[config.mk]
export PLATFORM = sky130hd
export DESIGN_NAME = system_control_register_bank
export DESIGN_NICKNAME = d
export VERILOG_FILES = /design/src/hw/sysctl_pkg.sv /design/src/hw/system_control_register_bank.sv
export VERILOG_INCLUDE_DIRS = /design/src /design/src/hw
export SDC_FILE = /design/constraint.sdc
export NUM_CORES = 1
export LEC_CHECK = 0
export BUFFER_PORTS_ARGS = -buffer_cell sky130_fd_sc_hd__buf_2
export CAP_MARGIN = 20
export CORE_MARGIN = 3
export CORE_UTILIZATION = 40
export DETAILED_ROUTE_END_ITERATION = 6
export PLACE_DENSITY = 0.65
export SYNTH_ARGS = -nofsm -noshare
export SYNTH_HDL_FRONTEND = slang
export SYNTH_SLANG_ARGS = --single-unit
[constraint.sdc]
create_clock -name ref_clk -period 3.9 [get_ports ref_clk]
set_input_delay 0.975 -clock ref_clk [delete_from_list [all_inputs] [get_ports ref_clk]]
set_output_delay 0.975 -clock ref_clk [all_outputs]
set_load 0.01 [all_outputs]
[src/hw/sysctl_defines.svh]
`ifndef SYSCTL_DEFINES_SVH
`define SYSCTL_DEFINES_SVH

// register indexes; byte address is four times the index
`define IDX_W 9
`define ADDR_W 11
`define IDX_CH4_DUTY_HIGH 9'h09c
`define IDX_CH4_DUTY_LOW 9'h09d
`define IDX_CH5_DUTY_HIGH 9'h09e
`define IDX_CH5_DUTY_LOW 9'h09f
`define IDX_RAM_FIRST 9'h0a0
`define IDX_RAM_LAST 9'h0ef
`define IDX_PIN_MODE 9'h105
`define IDX_RESET_DISABLE 9'h109
`define IDX_PC_HIGH 9'h10c
`define IDX_BANDGAP_TRIM 9'h10e
`define IDX_OSC_TRIM 9'h10f
`define IDX_BANDGAP_2V 9'h111

`define RAM_DEPTH 80
`define RAM_AW 7

`define RST_DUTY_HIGH 8'h80
`define RST_DUTY_LOW 8'h00
`define RST_SINK 1'b1

`define BIT_SINK 2
`define BIT_PIN_RSVD5 5
`define BIT_POR_FLAG 1
`define BIT_LVR_FLAG 0

`define CODE_BOTH_OFF 8'h37
`define CODE_LVR_OFF 8'h38
`define CODE_POR_OFF 8'h39
`define CODE_PC_HOLD 8'h1c

`define RESP_OKAY 2'b00
`define RESP_SLVERR 2'b10

`endif

[src/hw/sysctl_pkg.sv]
package sysctl_pkg;

  typedef struct packed {
    logic [7:0] high;
    logic [7:0] low;
  } duty_t;

  typedef struct packed {
    logic [4:0] bandgap;
    logic [6:0] oscillator;
    logic [7:0] bandgap_2v;
  } trim_t;

  typedef struct packed {
    logic poweron;
    logic lowvolt;
  } reset_off_t;

endpackage

[src/hw/system_control_register_bank.sv]
`timescale 1ns/1ps
`include "sysctl_defines.svh"

module system_control_register_bank (
  input wire logic ref_clk,
  input wire logic reset,
  input wire logic [`ADDR_W-1:0] awaddr,
  input wire logic awvalid,
  output logic awready,
  input wire logic [31:0] wdata,
  input wire logic [3:0] wstrb,
  input wire logic wvalid,
  output logic wready,
  output logic [1:0] bresp,
  output logic bvalid,
  input wire logic bready,
  input wire logic [`ADDR_W-1:0] araddr,
  input wire logic arvalid,
  output logic arready,
  output logic [31:0] rdata,
  output logic [1:0] rresp,
  output logic rvalid,
  input wire logic rready,
  input wire logic [3:0] pc_current_high,
  input wire sysctl_pkg::trim_t cfg_trim,
  output sysctl_pkg::duty_t channel4_duty,
  output sysctl_pkg::duty_t channel5_duty,
  output logic sink_strength_select,
  output sysctl_pkg::reset_off_t reset_off,
  output logic pc_high_hold_flag,
  output logic [4:0] bandgap_trim,
  output logic [6:0] oscillator_trim
);

  function automatic logic [`IDX_W-1:0] index_of(input logic [`ADDR_W-1:0] addr);
    index_of = addr[`ADDR_W-1:2];
  endfunction

  function automatic logic is_ram(input logic [`IDX_W-1:0] idx);
    is_ram = (idx >= `IDX_RAM_FIRST) && (idx <= `IDX_RAM_LAST);
  endfunction

  function automatic logic [`RAM_AW-1:0] ram_slot(input logic [`IDX_W-1:0] idx);
    logic [`IDX_W-1:0] diff;
    diff = idx - `IDX_RAM_FIRST;
    ram_slot = diff[`RAM_AW-1:0];
  endfunction

  function automatic logic is_mapped(input logic [`IDX_W-1:0] idx);
    unique case (idx)
      `IDX_CH4_DUTY_HIGH, `IDX_CH4_DUTY_LOW, `IDX_CH5_DUTY_HIGH, `IDX_CH5_DUTY_LOW,
      `IDX_PIN_MODE, `IDX_RESET_DISABLE, `IDX_PC_HIGH, `IDX_BANDGAP_TRIM,
      `IDX_OSC_TRIM, `IDX_BANDGAP_2V: is_mapped = 1'b1;
      default: is_mapped = is_ram(idx);
    endcase
  endfunction

  logic aw_held;
  logic w_held;
  logic [`IDX_W-1:0] wr_idx;
  logic [7:0] wr_byte;
  logic wr_lane;
  logic do_write;
  logic reg_write;
  logic [`IDX_W-1:0] rd_idx;
  logic [7:0] ram [0:`RAM_DEPTH-1];
  logic pin_rsvd5;
  logic [1:0] pin_low_bits;
  logic [3:0] pc_high_seen;
  logic [7:0] bandgap_2v_trim_copy;
  logic [7:0] next_read_byte;

  assign do_write = aw_held && w_held && !bvalid;
  // a write whose low lane is masked off still answers but changes nothing
  assign reg_write = do_write && wr_lane;
  assign rd_idx = index_of(araddr);

  // write address channel
  always_ff @(posedge ref_clk) begin
    if (reset) begin
      aw_held <= 1'b0;
      awready <= 1'b1;
      wr_idx <= '0;
    end else if (awvalid && awready) begin
      aw_held <= 1'b1;
      awready <= 1'b0;
      wr_idx <= index_of(awaddr);
    end else if (do_write) begin
      aw_held <= 1'b0;
    end else if (bvalid && bready) begin
      awready <= 1'b1;
    end
  end

  // write data channel, taken in any order against the address
  always_ff @(posedge ref_clk) begin
    if (reset) begin
      w_held <= 1'b0;
      wready <= 1'b1;
      wr_byte <= '0;
      wr_lane <= 1'b0;
    end else if (wvalid && wready) begin
      w_held <= 1'b1;
      wready <= 1'b0;
      wr_byte <= wdata[7:0];
      wr_lane <= wstrb[0];
    end else if (do_write) begin
      w_held <= 1'b0;
    end else if (bvalid && bready) begin
      wready <= 1'b1;
    end
  end

  // write response; unmapped indexes answer with slave error
  always_ff @(posedge ref_clk) begin
    if (reset) begin
      bvalid <= 1'b0;
      bresp <= `RESP_OKAY;
    end else if (do_write) begin
      bvalid <= 1'b1;
      bresp <= is_mapped(wr_idx) ? `RESP_OKAY : `RESP_SLVERR;
    end else if (bvalid && bready) begin
      bvalid <= 1'b0;
    end
  end

  always_ff @(posedge ref_clk) begin
    if (reset) begin
      channel4_duty <= '{high: `RST_DUTY_HIGH, low: `RST_DUTY_LOW};
      channel5_duty <= '{high: `RST_DUTY_HIGH, low: `RST_DUTY_LOW};
    end else if (reg_write) begin
      if (wr_idx == `IDX_CH4_DUTY_HIGH) begin
        channel4_duty.high <= wr_byte;
      end
      if (wr_idx == `IDX_CH4_DUTY_LOW) begin
        channel4_duty.low <= wr_byte;
      end
      if (wr_idx == `IDX_CH5_DUTY_HIGH) begin
        channel5_duty.high <= wr_byte;
      end
      if (wr_idx == `IDX_CH5_DUTY_LOW) begin
        channel5_duty.low <= wr_byte;
      end
    end
  end

  // general RAM, no reset on purpose
  always_ff @(posedge ref_clk) begin
    if (reg_write && is_ram(wr_idx)) begin
      ram[ram_slot(wr_idx)] <= wr_byte;
    end
  end

  // sink strength and the two keep-at-zero bits
  always_ff @(posedge ref_clk) begin
    if (reset) begin
      sink_strength_select <= `RST_SINK;
      pin_low_bits <= 2'h0;
    end else if (reg_write && wr_idx == `IDX_PIN_MODE) begin
      sink_strength_select <= wr_byte[`BIT_SINK];
      pin_low_bits <= wr_byte[1:0];
    end
  end

  // reserved bit is never reset nor written, so it reads unknown
  always_ff @(posedge ref_clk) begin
    pin_rsvd5 <= pin_rsvd5;
  end

  always_ff @(posedge ref_clk) begin
    if (reset) begin
      reset_off <= '{poweron: 1'b0, lowvolt: 1'b0};
    end else if (reg_write && wr_idx == `IDX_RESET_DISABLE) begin
      unique case (wr_byte)
        `CODE_BOTH_OFF: reset_off <= '{poweron: 1'b1, lowvolt: 1'b1};
        `CODE_LVR_OFF: reset_off <= '{poweron: 1'b0, lowvolt: 1'b1};
        `CODE_POR_OFF: reset_off <= '{poweron: 1'b1, lowvolt: 1'b0};
        default: reset_off <= '{poweron: 1'b0, lowvolt: 1'b0};
      endcase
    end
  end

  always_ff @(posedge ref_clk) begin
    if (reset) begin
      pc_high_hold_flag <= 1'b0;
    end else if (reg_write && wr_idx == `IDX_PC_HIGH) begin
      pc_high_hold_flag <= (wr_byte == `CODE_PC_HOLD);
    end
  end

  // program counter bits 11..8 sampled for read back
  always_ff @(posedge ref_clk) begin
    if (reset) begin
      pc_high_seen <= 4'h0;
    end else begin
      pc_high_seen <= pc_current_high;
    end
  end

  // trims load stored configuration; 2 V copy is read only
  always_ff @(posedge ref_clk) begin
    if (reset) begin
      bandgap_trim <= cfg_trim.bandgap;
      oscillator_trim <= cfg_trim.oscillator;
      bandgap_2v_trim_copy <= cfg_trim.bandgap_2v;
    end else if (reg_write) begin
      if (wr_idx == `IDX_BANDGAP_TRIM) begin
        bandgap_trim <= wr_byte[4:0];
      end
      if (wr_idx == `IDX_OSC_TRIM) begin
        oscillator_trim <= wr_byte[6:0];
      end
    end
  end

  // read value mux
  always_comb begin
    next_read_byte = 8'h00;
    unique case (rd_idx)
      `IDX_CH4_DUTY_HIGH: next_read_byte = channel4_duty.high;
      `IDX_CH4_DUTY_LOW: next_read_byte = channel4_duty.low;
      `IDX_CH5_DUTY_HIGH: next_read_byte = channel5_duty.high;
      `IDX_CH5_DUTY_LOW: next_read_byte = channel5_duty.low;
      `IDX_PIN_MODE: next_read_byte = {2'h0, pin_rsvd5, 2'h0, sink_strength_select,
        pin_low_bits};
      `IDX_RESET_DISABLE: next_read_byte = {6'h00, reset_off.poweron, reset_off.lowvolt};
      `IDX_PC_HIGH: next_read_byte = {4'h0, pc_high_seen};
      `IDX_BANDGAP_TRIM: next_read_byte = {3'h0, bandgap_trim};
      `IDX_OSC_TRIM: next_read_byte = {1'h0, oscillator_trim};
      `IDX_BANDGAP_2V: next_read_byte = bandgap_2v_trim_copy;
      default: begin
        if (is_ram(rd_idx)) begin
          next_read_byte = ram[ram_slot(rd_idx)];
        end
      end
    endcase
  end

  // read channel
  always_ff @(posedge ref_clk) begin
    if (reset) begin
      arready <= 1'b1;
      rvalid <= 1'b0;
      rdata <= '0;
      rresp <= `RESP_OKAY;
    end else if (arvalid && arready) begin
      arready <= 1'b0;
      rvalid <= 1'b1;
      rdata <= {24'h000000, next_read_byte};
      rresp <= is_mapped(rd_idx) ? `RESP_OKAY : `RESP_SLVERR;
    end else if (rvalid && rready) begin
      rvalid <= 1'b0;
      arready <= 1'b1;
    end
  end
endmodule

### Word level (Yosys, flattened, before mapping)

Memories as Yosys holds them, arrays and structs flattened.
Index checks and enable logic that the tools add are counted.

* add/subtract/negate cells: 2
* magnitude comparators: 4
* eq/ne operators: 26
* muxes and demuxes: 32
* reduce and logical (&&, ||, !) cells: 34

Operators with widths (count)
* $eq A9 B9 Y1 const B: 12
* $pmux W8 S10: 1
* $eq A9 B8 Y1 const B: 8
* $eq A8 B6 Y1 const B: 3
* $mux W1: 21
* $mux W7: 3
* $reduce_or A10 Y1: 2
* $ge A9 B8 Y1 const B: 2
* $le A9 B8 Y1 const B: 2
* $reduce_bool A2 Y1: 9
* $reduce_and A2 Y1: 8
* $mux W5: 3
* $logic_and A1 B1 Y1: 14
* $sub A7 B6 Y7 const B: 2
* $eq A8 B5 Y1 const B: 1
* $mux W8: 1
* $pmux W2 S3: 1
* $mux W2: 2
* $ne A2 B1 Y1 const B: 2
* $logic_not A1 Y1: 1

* bits in registers: 99
* RAM bits: 640
* input bits: 89
* output and inout bits: 89
* logic and storage cells: 125
* memories: 1

Memories
* ram: words 80, width 8, read ports 1, clocked after Yosys merged registers in 0, wr ports 1, RTL line system_control_register_bank.sv:66 `` logic [7:0] ram [0:`RAM_DEPTH-1]; ``

### Logic depth before layout (Yosys ltp)

Gate-level depths: netlist (run 1).

* word-level depth: 6
* gate-level depth with buffers: 12
* gate-level depth less buffers: 8

### Worst setup path before layout (run 1)

OpenSTA, ideal clock, no wires.

* kind: input port to flip-flop
* start: input port araddr[7]
* end: register rdata[4]
* library setup time: 0.123 ns
* arrival time: 2.905 ns
* required time: 3.777 ns
* slack: 0.872 ns
* stages: 10
* path buffers: 2
* path through: buf_2 -> buf_1 -> inv_1 -> ha_1 -> clkinv_1 -> a31oi_1 -> nand3_1 -> or4_1 -> nand3_1 -> a31oi_1

* cells in the longest elaborated chain, start to end: 4
* elaborated cells on any way between the ends: 17
* those cells by class: add/sub: 1; order compare: 2; eq/ne: 10; mux: 2; reduce/logical: 1; memory: 1

RTL lines
* start: declaration: RTL line system_control_register_bank.sv:17 `` input wire logic [`ADDR_W-1:0] araddr, ``
* $sub A7 B6 Y7 (no source line) (tied with other cells)
* $mem_v2 Z80 W8 / $logic_and A1 B1 Y1 (equally long branches)
* $mux W8: RTL line system_control_register_bank.sv:232 `if (is_ram(rd_idx)) begin`
* $pmux W8 S10 (*): RTL line system_control_register_bank.sv:219 `unique case (rd_idx)`
* end signal: assignment: RTL line system_control_register_bank.sv:249 `rdata <= {24'h000000, next_read_byte};`
* end: declaration: RTL line system_control_register_bank.sv:20 `output logic [31:0] rdata,`

Mark *: on every way between the ends. The rest lies on a longest branch, timed or not.
A chain may end at the register's enable or synchronous reset.

### Worst setup path after layout (run 1)

* start: input port araddr[3]
* end: register rdata[2]

Same word-level chain as after synthesis.

==> metrics.md, run 1 <==
| Metric | Value |
|---|---|
| Status | `completed` |
| Top Ports | `178` |
| Yosys top cell area share | `0.670` |
| # rows | `99` |
| RSZ-0062 raised after global routing | `no` |
| Max Root-Sink Buffers | `3` |
| Sw frac | `0.217` |
| Post-synth EDFFs | `660` |
| Crit Path Max Fanout | `29` |
| Cell area after layout | `34200 µm²` |
| Fin Clk Skew | `0.0213 ns` |
| Clock share of power | `0.410` |
| H-tree levels | `3` |
| Synth area leaders | `edfxtp_1 (67%), mux4_2 (11%), dfxtp_1 (5.2%), mux2i_1 (2.3%), nor2_1 (2.1%)` |
| Post-Route WL | `76.0 mm` |
| Residual DRC | `0` |
| Final hold viol count | `0` |
| Reg area | `21400 µm²` |
| Yosys reg bits | `737` |
| Post-Synthesis Cells | `1711` |
| Slew @ Worst Pin | `1.10 ns` |
| Root Buffer | `clkbuf_16` |
| P_sw | `3.53 mW` |
| Min cycle time layout | `3.05 ns` |
| Worst reg2reg startpoint | `wr_idx[6]` |
| CTS Hold Bufs | `0` |
| Maximum Capacitance Violations | `0` |
| Met1 WL | `31.1 mm` |
| Min-Delay Path Class | `flip-flop to flip-flop` |
| First-pass GRT wire length | `113 mm` |
| Clock transition at path regs | `0.06 ns` |
| Post-synthesis sequential area ratio | `0.722` |
| Starting density of the core | `0.405` |
| End of the worst register-to-register path | `ram[19][7]` |
| Leakage power | `12.2 nW` |
| Top_reg_cell synth | `edfxtp_1` |
| Most common cell in the netlist | `edfxtp_1` |
| DR iter-0 viols | `1815` |
| VDD IR-drop max | `0.000262 V` |
| Reg2Reg Depth | `8` |
| Final net count | `2046` |
| # port buffers | `120` |
| Met3 wire len | `6.25 mm` |
| Placed inst area | `31900 µm²` |
| Type of the worst setup path | `input pin to flip-flop` |
| Total gr overflow | `0` |
| Synth cell count leaders | `edfxtp_1 (660), nor2_1 (167), mux4_2 (145), nand2_1 (120), dfxtp_1 (77)` |
| Endpoints failing setup | `0` |
| Core Area | `73100 µm²` |
| Yosys top cell by area | `edfxtp_1` |
| Pin count of the biggest net entering global routing | `87` |
| Cell Int Power | `12.8 mW` |
| GR Util All Layers | `0.196` |
| Hold Path Cell Cnt | `2` |
| Number of global-route vias before repair | `16747` |
| Die height | `278 µm` |
| Worst hold path startpoint | `wr_lane` |
| Hold endpoint | `wr_lane` |
| CP startpoint kind | `input pin` |
| Via density per instance | `5.69` |
| Synth-to-Final Area Change | `15.5%` |
| Pwr dens | `477 nW/µm²` |
| Footprint of the multi-input gates | `7550 µm²` |
| First-pass DRT Iterations | `5` |
| Num CTS Buffers | `74` |
| Mapped Avg Cell Area | `17.3 µm²` |
| Yosys warns | `0` |
| Antenna violations before repair | `0` |
| Post-route antenna net violation count | `0` |
| Sequential share of power | `0.535` |
| Met2 WL | `37.2 mm` |
| CTS tree | `yes` |
| Count of unique library cells instantiated by Yosys | `75` |
| Netlist Area Pre-Place | `29600 µm²` |
| DR vias | `16901` |
| Relative slew slack | `0.266` |
| Combinational power share | `0.055` |
| Post-cts sizing count | `0` |
| # fillers | `6128` |
| Fin Setup TNS | `0 ns` |
| Later-pin clock latency in the skew report | `0.60 ns` |
| Die width | `278 µm` |
| Layout cells sized above 1 | `0.267` |
| Antenna Cells | `0` |
| Reg2reg setup slack | `0.94 ns` |
| Max Clk Rate | `0.327 GHz` |
| Crit share post-route | `0.783` |
| DP HPWL | `50.1 mm` |
| Total setup buffers inserted after CTS | `0` |
| Die area | `77300 µm²` |
| Clk sinks | `737` |
| Avg WL per Cell | `25.6 µm` |
| RePlAce Congestion | `0.871` |
| CP arrival | `3.57 ns` |
| Highest Signal Layer | `met4` |
| Power, Total | `16.3 mW` |
| WP data required | `4.41 ns` |
| CP endpoint kind | `flip-flop` |
| Post-synth ARST share | `0` |
| Final slew viol count | `0` |
==> power by group through the flow <==
stage | Combinational, mW | Clock [mW] | Sequential (mW)
2_1_floorplan | 0.515 | 0 | 8.91
3_3_place_gp | 0.865 | 0 | 8.91
3_5_place_dp | 0.880 | 0 | 8.91
4_1_cts | 0.885 | 6.80 | 8.74
5_1_grt | 0.955 | 7.12 | 8.73
6_report | 0.896 | 6.68 | 8.73
==> sequential cells by signal (all words and copies together) (netlist names) <==
name                  flops
arready                   1
aw_held                   1
awready                   1
bandgap_2v_trim_copy      8
bandgap_trim              5
bresp                     1
bvalid                    1
channel4_duty            16
channel5_duty            16
oscillator_trim           7
pc_high_hold_flag         1
pc_high_seen              4
pin_low_bits              2
ram                     640
rdata                     8
reset_off                 2
rresp                     1
rvalid                    1
sink_strength_select      1
w_held                    1
wr_byte                   8
wr_idx                    9
wr_lane                   1
wready                    1
==> logic make-up (layout without fill, tap and decap cells) <==
| logic type | after synthesis | count (layout) | share of synthesized area |
|---|---|---|---|
| flip-flops | 737 | 737 | 0.722 |
| multiplexers | 229 | 229 | 0.143 |
| buffers and inverters | 133 | 406 | 0.0264 |
| AO/OA/AOI/OAI | 192 | 192 | 0.0434 |
| adder cells (fa/ha/maj) | 2 | 2 | 0.000845 |
| XOR/XNOR | 1 | 1 | 0.000296 |
| AND/OR/NAND/NOR | 416 | 416 | 0.0638 |
| other | 1 | 26 | 0.000127 |
==> critical path, stage by stage <==
cell and delay [ns]:
buf_8 0.29, buf_4 0.38, nand2b_1 0.28, nor4_4 0.10
a211o_1 0.27, a211o_1 0.27, nor2_2 0.39, nand3_1 0.28
a211oi_1 0.30
==> metal layers <==
layer,vias to the layer above,global-route usage
met4,0,0.0518
met5,-,0
met3,95,0.0378
li1,7231,-
met1,8788,0.269
met2,787,0.321
==> cell type report <==
class                   count  share of cell area
flip-flops and latches    737               0.625
clock buffers              98              0.0583
well taps                 959              0.0351
multi-input cells         866               0.221
repair buffers            264              0.0516
inverters                  12             0.00132
clock inverters            32             0.00783
==> worst max-delay path by stage <==
stage          endpoint  cells after the start      start
4_1_cts        rdata[5]                      8  araddr[2]
2_1_floorplan  rdata[4]                     10  araddr[7]
3_3_place_gp   rdata[5]                      8  araddr[2]
3_5_place_dp   rdata[5]                      8  araddr[2]
5_1_grt        rdata[4]                      8  araddr[2]
6_report       rdata[2]                      9  araddr[3]
==> layout by cell type (no fill, tap or decap), types with 8 or more instances in the layout <==
cell and instances:
conb_1 26, o21ai_0 25, a31oi_1 13, buf_4 141, clkbuf_16 76, nand2b_1 10
nor2_1 167, a211oi_1 9, clkinv_2 8, inv_1 10, a21oi_1 58, dfxtp_2 8
a22oi_1 23, o22ai_1 8, clkbuf_1 21, clkinv_1 14, mux4_2 145, mux2i_1 68
a221oi_1 10, nand2_1 120, mux4_1 8, mux2_2 8, buf_2 116, nor2b_1 19
and2_1 8, dfxtp_1 69, edfxtp_1 660, nand3_1 43
==> through the flow <==
step | std cells | hold slack (ns) | util | setup slack, ns
finish | 2968 | 0.469 | 0.468 | 0.846
global route | 2968 | 0.491 | 0.468 | 0.644
CTS | 2967 | 0.470 | 0.468 | 0.874
detailed placement | 2837 | 0.462 | 0.437 | 0.245
global placement | 2837 | 0.460 | 0.437 | 0.250
floorplan | 1736 | 0.437 | - | 0.872
No activity file was read; power rests on OpenSTA's default activity.
==> inputs of run 2 (changes only) <==
- PLACE_DENSITY: 0.65 -> 0.67
- clock period: 3.9 -> 2.6 ns (I/O delays scaled with it)
==> metrics.md, run 2 (same netlist as run 1, synthesis figures left out) <==
| Metric | Value |
|---|---|
| Min cycle time layout | `2.55 ns` |
| Slowest stage delay, CP | `0.65 ns (+0.26 ns)` |
| Combinational power share | `0.061 (+0.006)` |
| GR Util All Layers | `0.201 (+0.00536)` |
| DR iter-0 viols | `1931 (+6.4%)` |
| Residual DRC | `0 (unchanged)` |
| Relative slew slack | `0.298 (+0.0318)` |
| Number of placed instances, taps included | `2971 (+4.7%)` |
| Final slew viol count | `0 (unchanged)` |
| First-pass GRT wire length | `116 mm (+2.7%)` |
| Pwr dens | `703 nW/µm² (+47%)` |
| Type of the worst setup path | `flip-flop to flip-flop` |
| P_sw | `5.31 mW (+50%)` |
| First-pass DRT Iterations | `5 (unchanged)` |
| Via density per instance | `5.64 (-0.90%)` |
| Highest Signal Layer | `met5` |
| Reg2Reg Depth | `7 (-1)` |
| Min-Delay Path Class | `input pin to flip-flop` |
| H-tree levels | `3 (unchanged)` |
| Most frequent cells in the layout | `edfxtp_1 (660), buf_4 (261), nor2_1 (166), mux4_2 (145), nand2_1 (120)` |
| Sequential share of power | `0.525 (-0.010)` |
| Clock share of power | `0.414 (+0.004)` |
| Hold Path Cell Cnt | `1 (-1)` |
| CP startpoint kind | `flip-flop` |
| Slew @ Worst Pin | `1.05 ns (-0.0477 ns)` |
| Endpoints failing setup | `0 (unchanged)` |
| # rows | `99 (unchanged)` |
| Cell Int Power | `19.6 mW (+53%)` |
| Crit share post-route | `0.979` |
| Die area | `77300 µm² (unchanged)` |
| CP arrival | `3.04 ns (-0.53 ns)` |
| Synth-to-Final Area Change | `19.7%` |
| Sw frac | `0.213 (-0.00355)` |
| CP endpoint kind | `flip-flop` |
| Leakage power | `12.9 nW (+6.1%)` |
| Post-route antenna net violation count | `0 (unchanged)` |
| Top Ports | `178 (unchanged)` |
| Hold endpoint | `bandgap_2v_trim_copy[4]` |
| RSZ-0062 raised after global routing | `no` |
| Clock transition at path regs | `0.07 ns (about the same)` |
| Starting density of the core | `0.405 (unchanged)` |
| Pin count of the biggest net entering global routing | `87 (unchanged)` |
| VDD IR-drop max | `0.000378 V (+45%)` |
| Fin cells | `3103 (+4.5%)` |
| Worst hold path startpoint | `cfg_trim[4]` |
| DP HPWL | `52.3 mm (+4.4%)` |
| Fin Clk Skew | `0.0244 ns (+0.00318 ns)` |
| Post-Route WL | `77.5 mm (+2.0%)` |
| Num CTS Buffers | `73 (-1.4%)` |
| Later-pin clock latency in the skew report | `0.61 ns (about the same)` |
| Total gr overflow | `0 (unchanged)` |
| Post-layout util | `0.485 (+0.0167)` |
| Max Root-Sink Buffers | `3 (unchanged)` |
| CP max-delay cell | `or4_1` |
| Total setup buffers inserted after CTS | `0 (unchanged)` |
| Pre-CTS WS | `-0.486 ns (-0.731 ns)` |
| Reg2reg setup slack | `0.05 ns (-0.89 ns)` |
| Met1 WL | `31.7 mm (+1.9%)` |
| Die width | `278 µm (unchanged)` |
| Commonest non-fill, non-tap cell in the layout | `edfxtp_1` |
| Final hold viol count | `0 (unchanged)` |
| Maximum Capacitance Violations | `0 (unchanged)` |
| Root Buffer | `clkbuf_16` |
| Avg WL per Cell | `25.0 µm (-2.4%)` |
| End of the worst register-to-register path | `rdata[4]` |
| Clk sinks | `737 (unchanged)` |
| Crit Path Max Fanout | `1 (-97%)` |
| DR vias | `17510 (+3.6%)` |
| Status | `completed` |
| Core Area | `73100 µm² (unchanged)` |
| RePlAce Congestion | `0.858 (-1.5%)` |
| # fillers | `6020 (-1.8%)` |
| CTS tree | `yes` |
| Post-cts sizing count | `0 (unchanged)` |
| Largest register FFs | `640 (unchanged)` |
| Biggest register | `ram` |
| Final net count | `2178 (+6.5%)` |
| Max Clk Rate | `0.393 GHz` |
| PnR worst setup slack | `0.0543 ns (-0.792 ns)` |
| WP data required | `3.10 ns (-1.31 ns)` |
| Worst reg2reg startpoint | `ram[21][4]` |
| CTS Hold Bufs | `0 (unchanged)` |
| Fin Setup TNS | `0 ns (unchanged)` |
| Antenna Cells | `0 (unchanged)` |
| Hold WS | `0.212 ns (-0.257 ns)` |
| # port buffers | `120 (unchanged)` |
| Met2 WL | `37.2 mm (about the same)` |
| Die height | `278 µm (unchanged)` |
| Antenna violations before repair | `1 (+1)` |
| CP Cell Sequence | `mux4_1, and2_1, a211oi_1, a2111oi_0, or4_1, nand3_1, a31oi_1` |
| Met3 wire len | `6.41 mm (+2.6%)` |
| Number of global-route vias before repair | `17521 (+4.6%)` |
| Top flop regs | `ram x640, channel4_duty x16, channel5_duty x16` |
| Layout cells sized above 1 | `0.314 (+0.0476)` |
## run 2: how the worst max path moves through the flow
stage / start / endpoint / slack, ns / cells after the start
4_1_cts: ram[21][4] / rdata[4] / 0.06 / 7
5_1_grt: araddr[3] / rdata[6] / 0.02 / 9
6_report: ram[21][4] / rdata[4] / 0.05 / 7
2_1_floorplan: araddr[2] / rdata[4] / 0.02 / 9
3_3_place_gp: araddr[3] / rdata[6] / -0.47 / 9
3_5_place_dp: araddr[3] / rdata[4] / -0.49 / 8
## run 2: through the flow
stage,cell area [µm²],power [mW]
floorplan,29700,14.1
global placement,33100,14.8
detailed placement,33100,14.8
CTS,35400,25.1
global route,35400,25.7
finish,35400,24.9
## run 2: final cells by class
class                   count  area, µm²  area share
clock buffers             101       2050      0.0578
clock inverters            31        284     0.00802
inverters                  12       45.0     0.00127
multi-input cells         866       7560       0.213
flip-flops and latches    737      21400       0.603
well taps                 959       1200      0.0339
repair buffers            397       2910      0.0822
## run 2: worst max-delay path, delay by kind of cell (launching register included)
family | cells | cell delay (ns)
AOI/OAI and AO/OA | 3 | 0.55
and+or+nand+nor | 3 | 1.03
muxes | 1 | 0.49
DFF | 1 | 0.36
## run 2: power groups by stage
stage | logic [mW] | registers (mW) | clock network (mW)
2_1_floorplan | 0.773 | 13.4 | 0
3_3_place_gp | 1.49 | 13.3 | 0
3_5_place_dp | 1.52 | 13.3 | 0
4_1_cts | 1.52 | 13.1 | 10.5
5_1_grt | 1.62 | 13.1 | 11.0
6_report | 1.52 | 13.1 | 10.3
## run 2: metal layers
| metal | vias to the layer above | GRT usage |
|---|---|---|
| li1 | 7486 | - |
| met1 | 9049 | 0.276 |
| met2 | 847 | 0.323 |
| met3 | 126 | 0.0405 |
| met4 | 2 | 0.0690 |
| met5 | - | 0 |
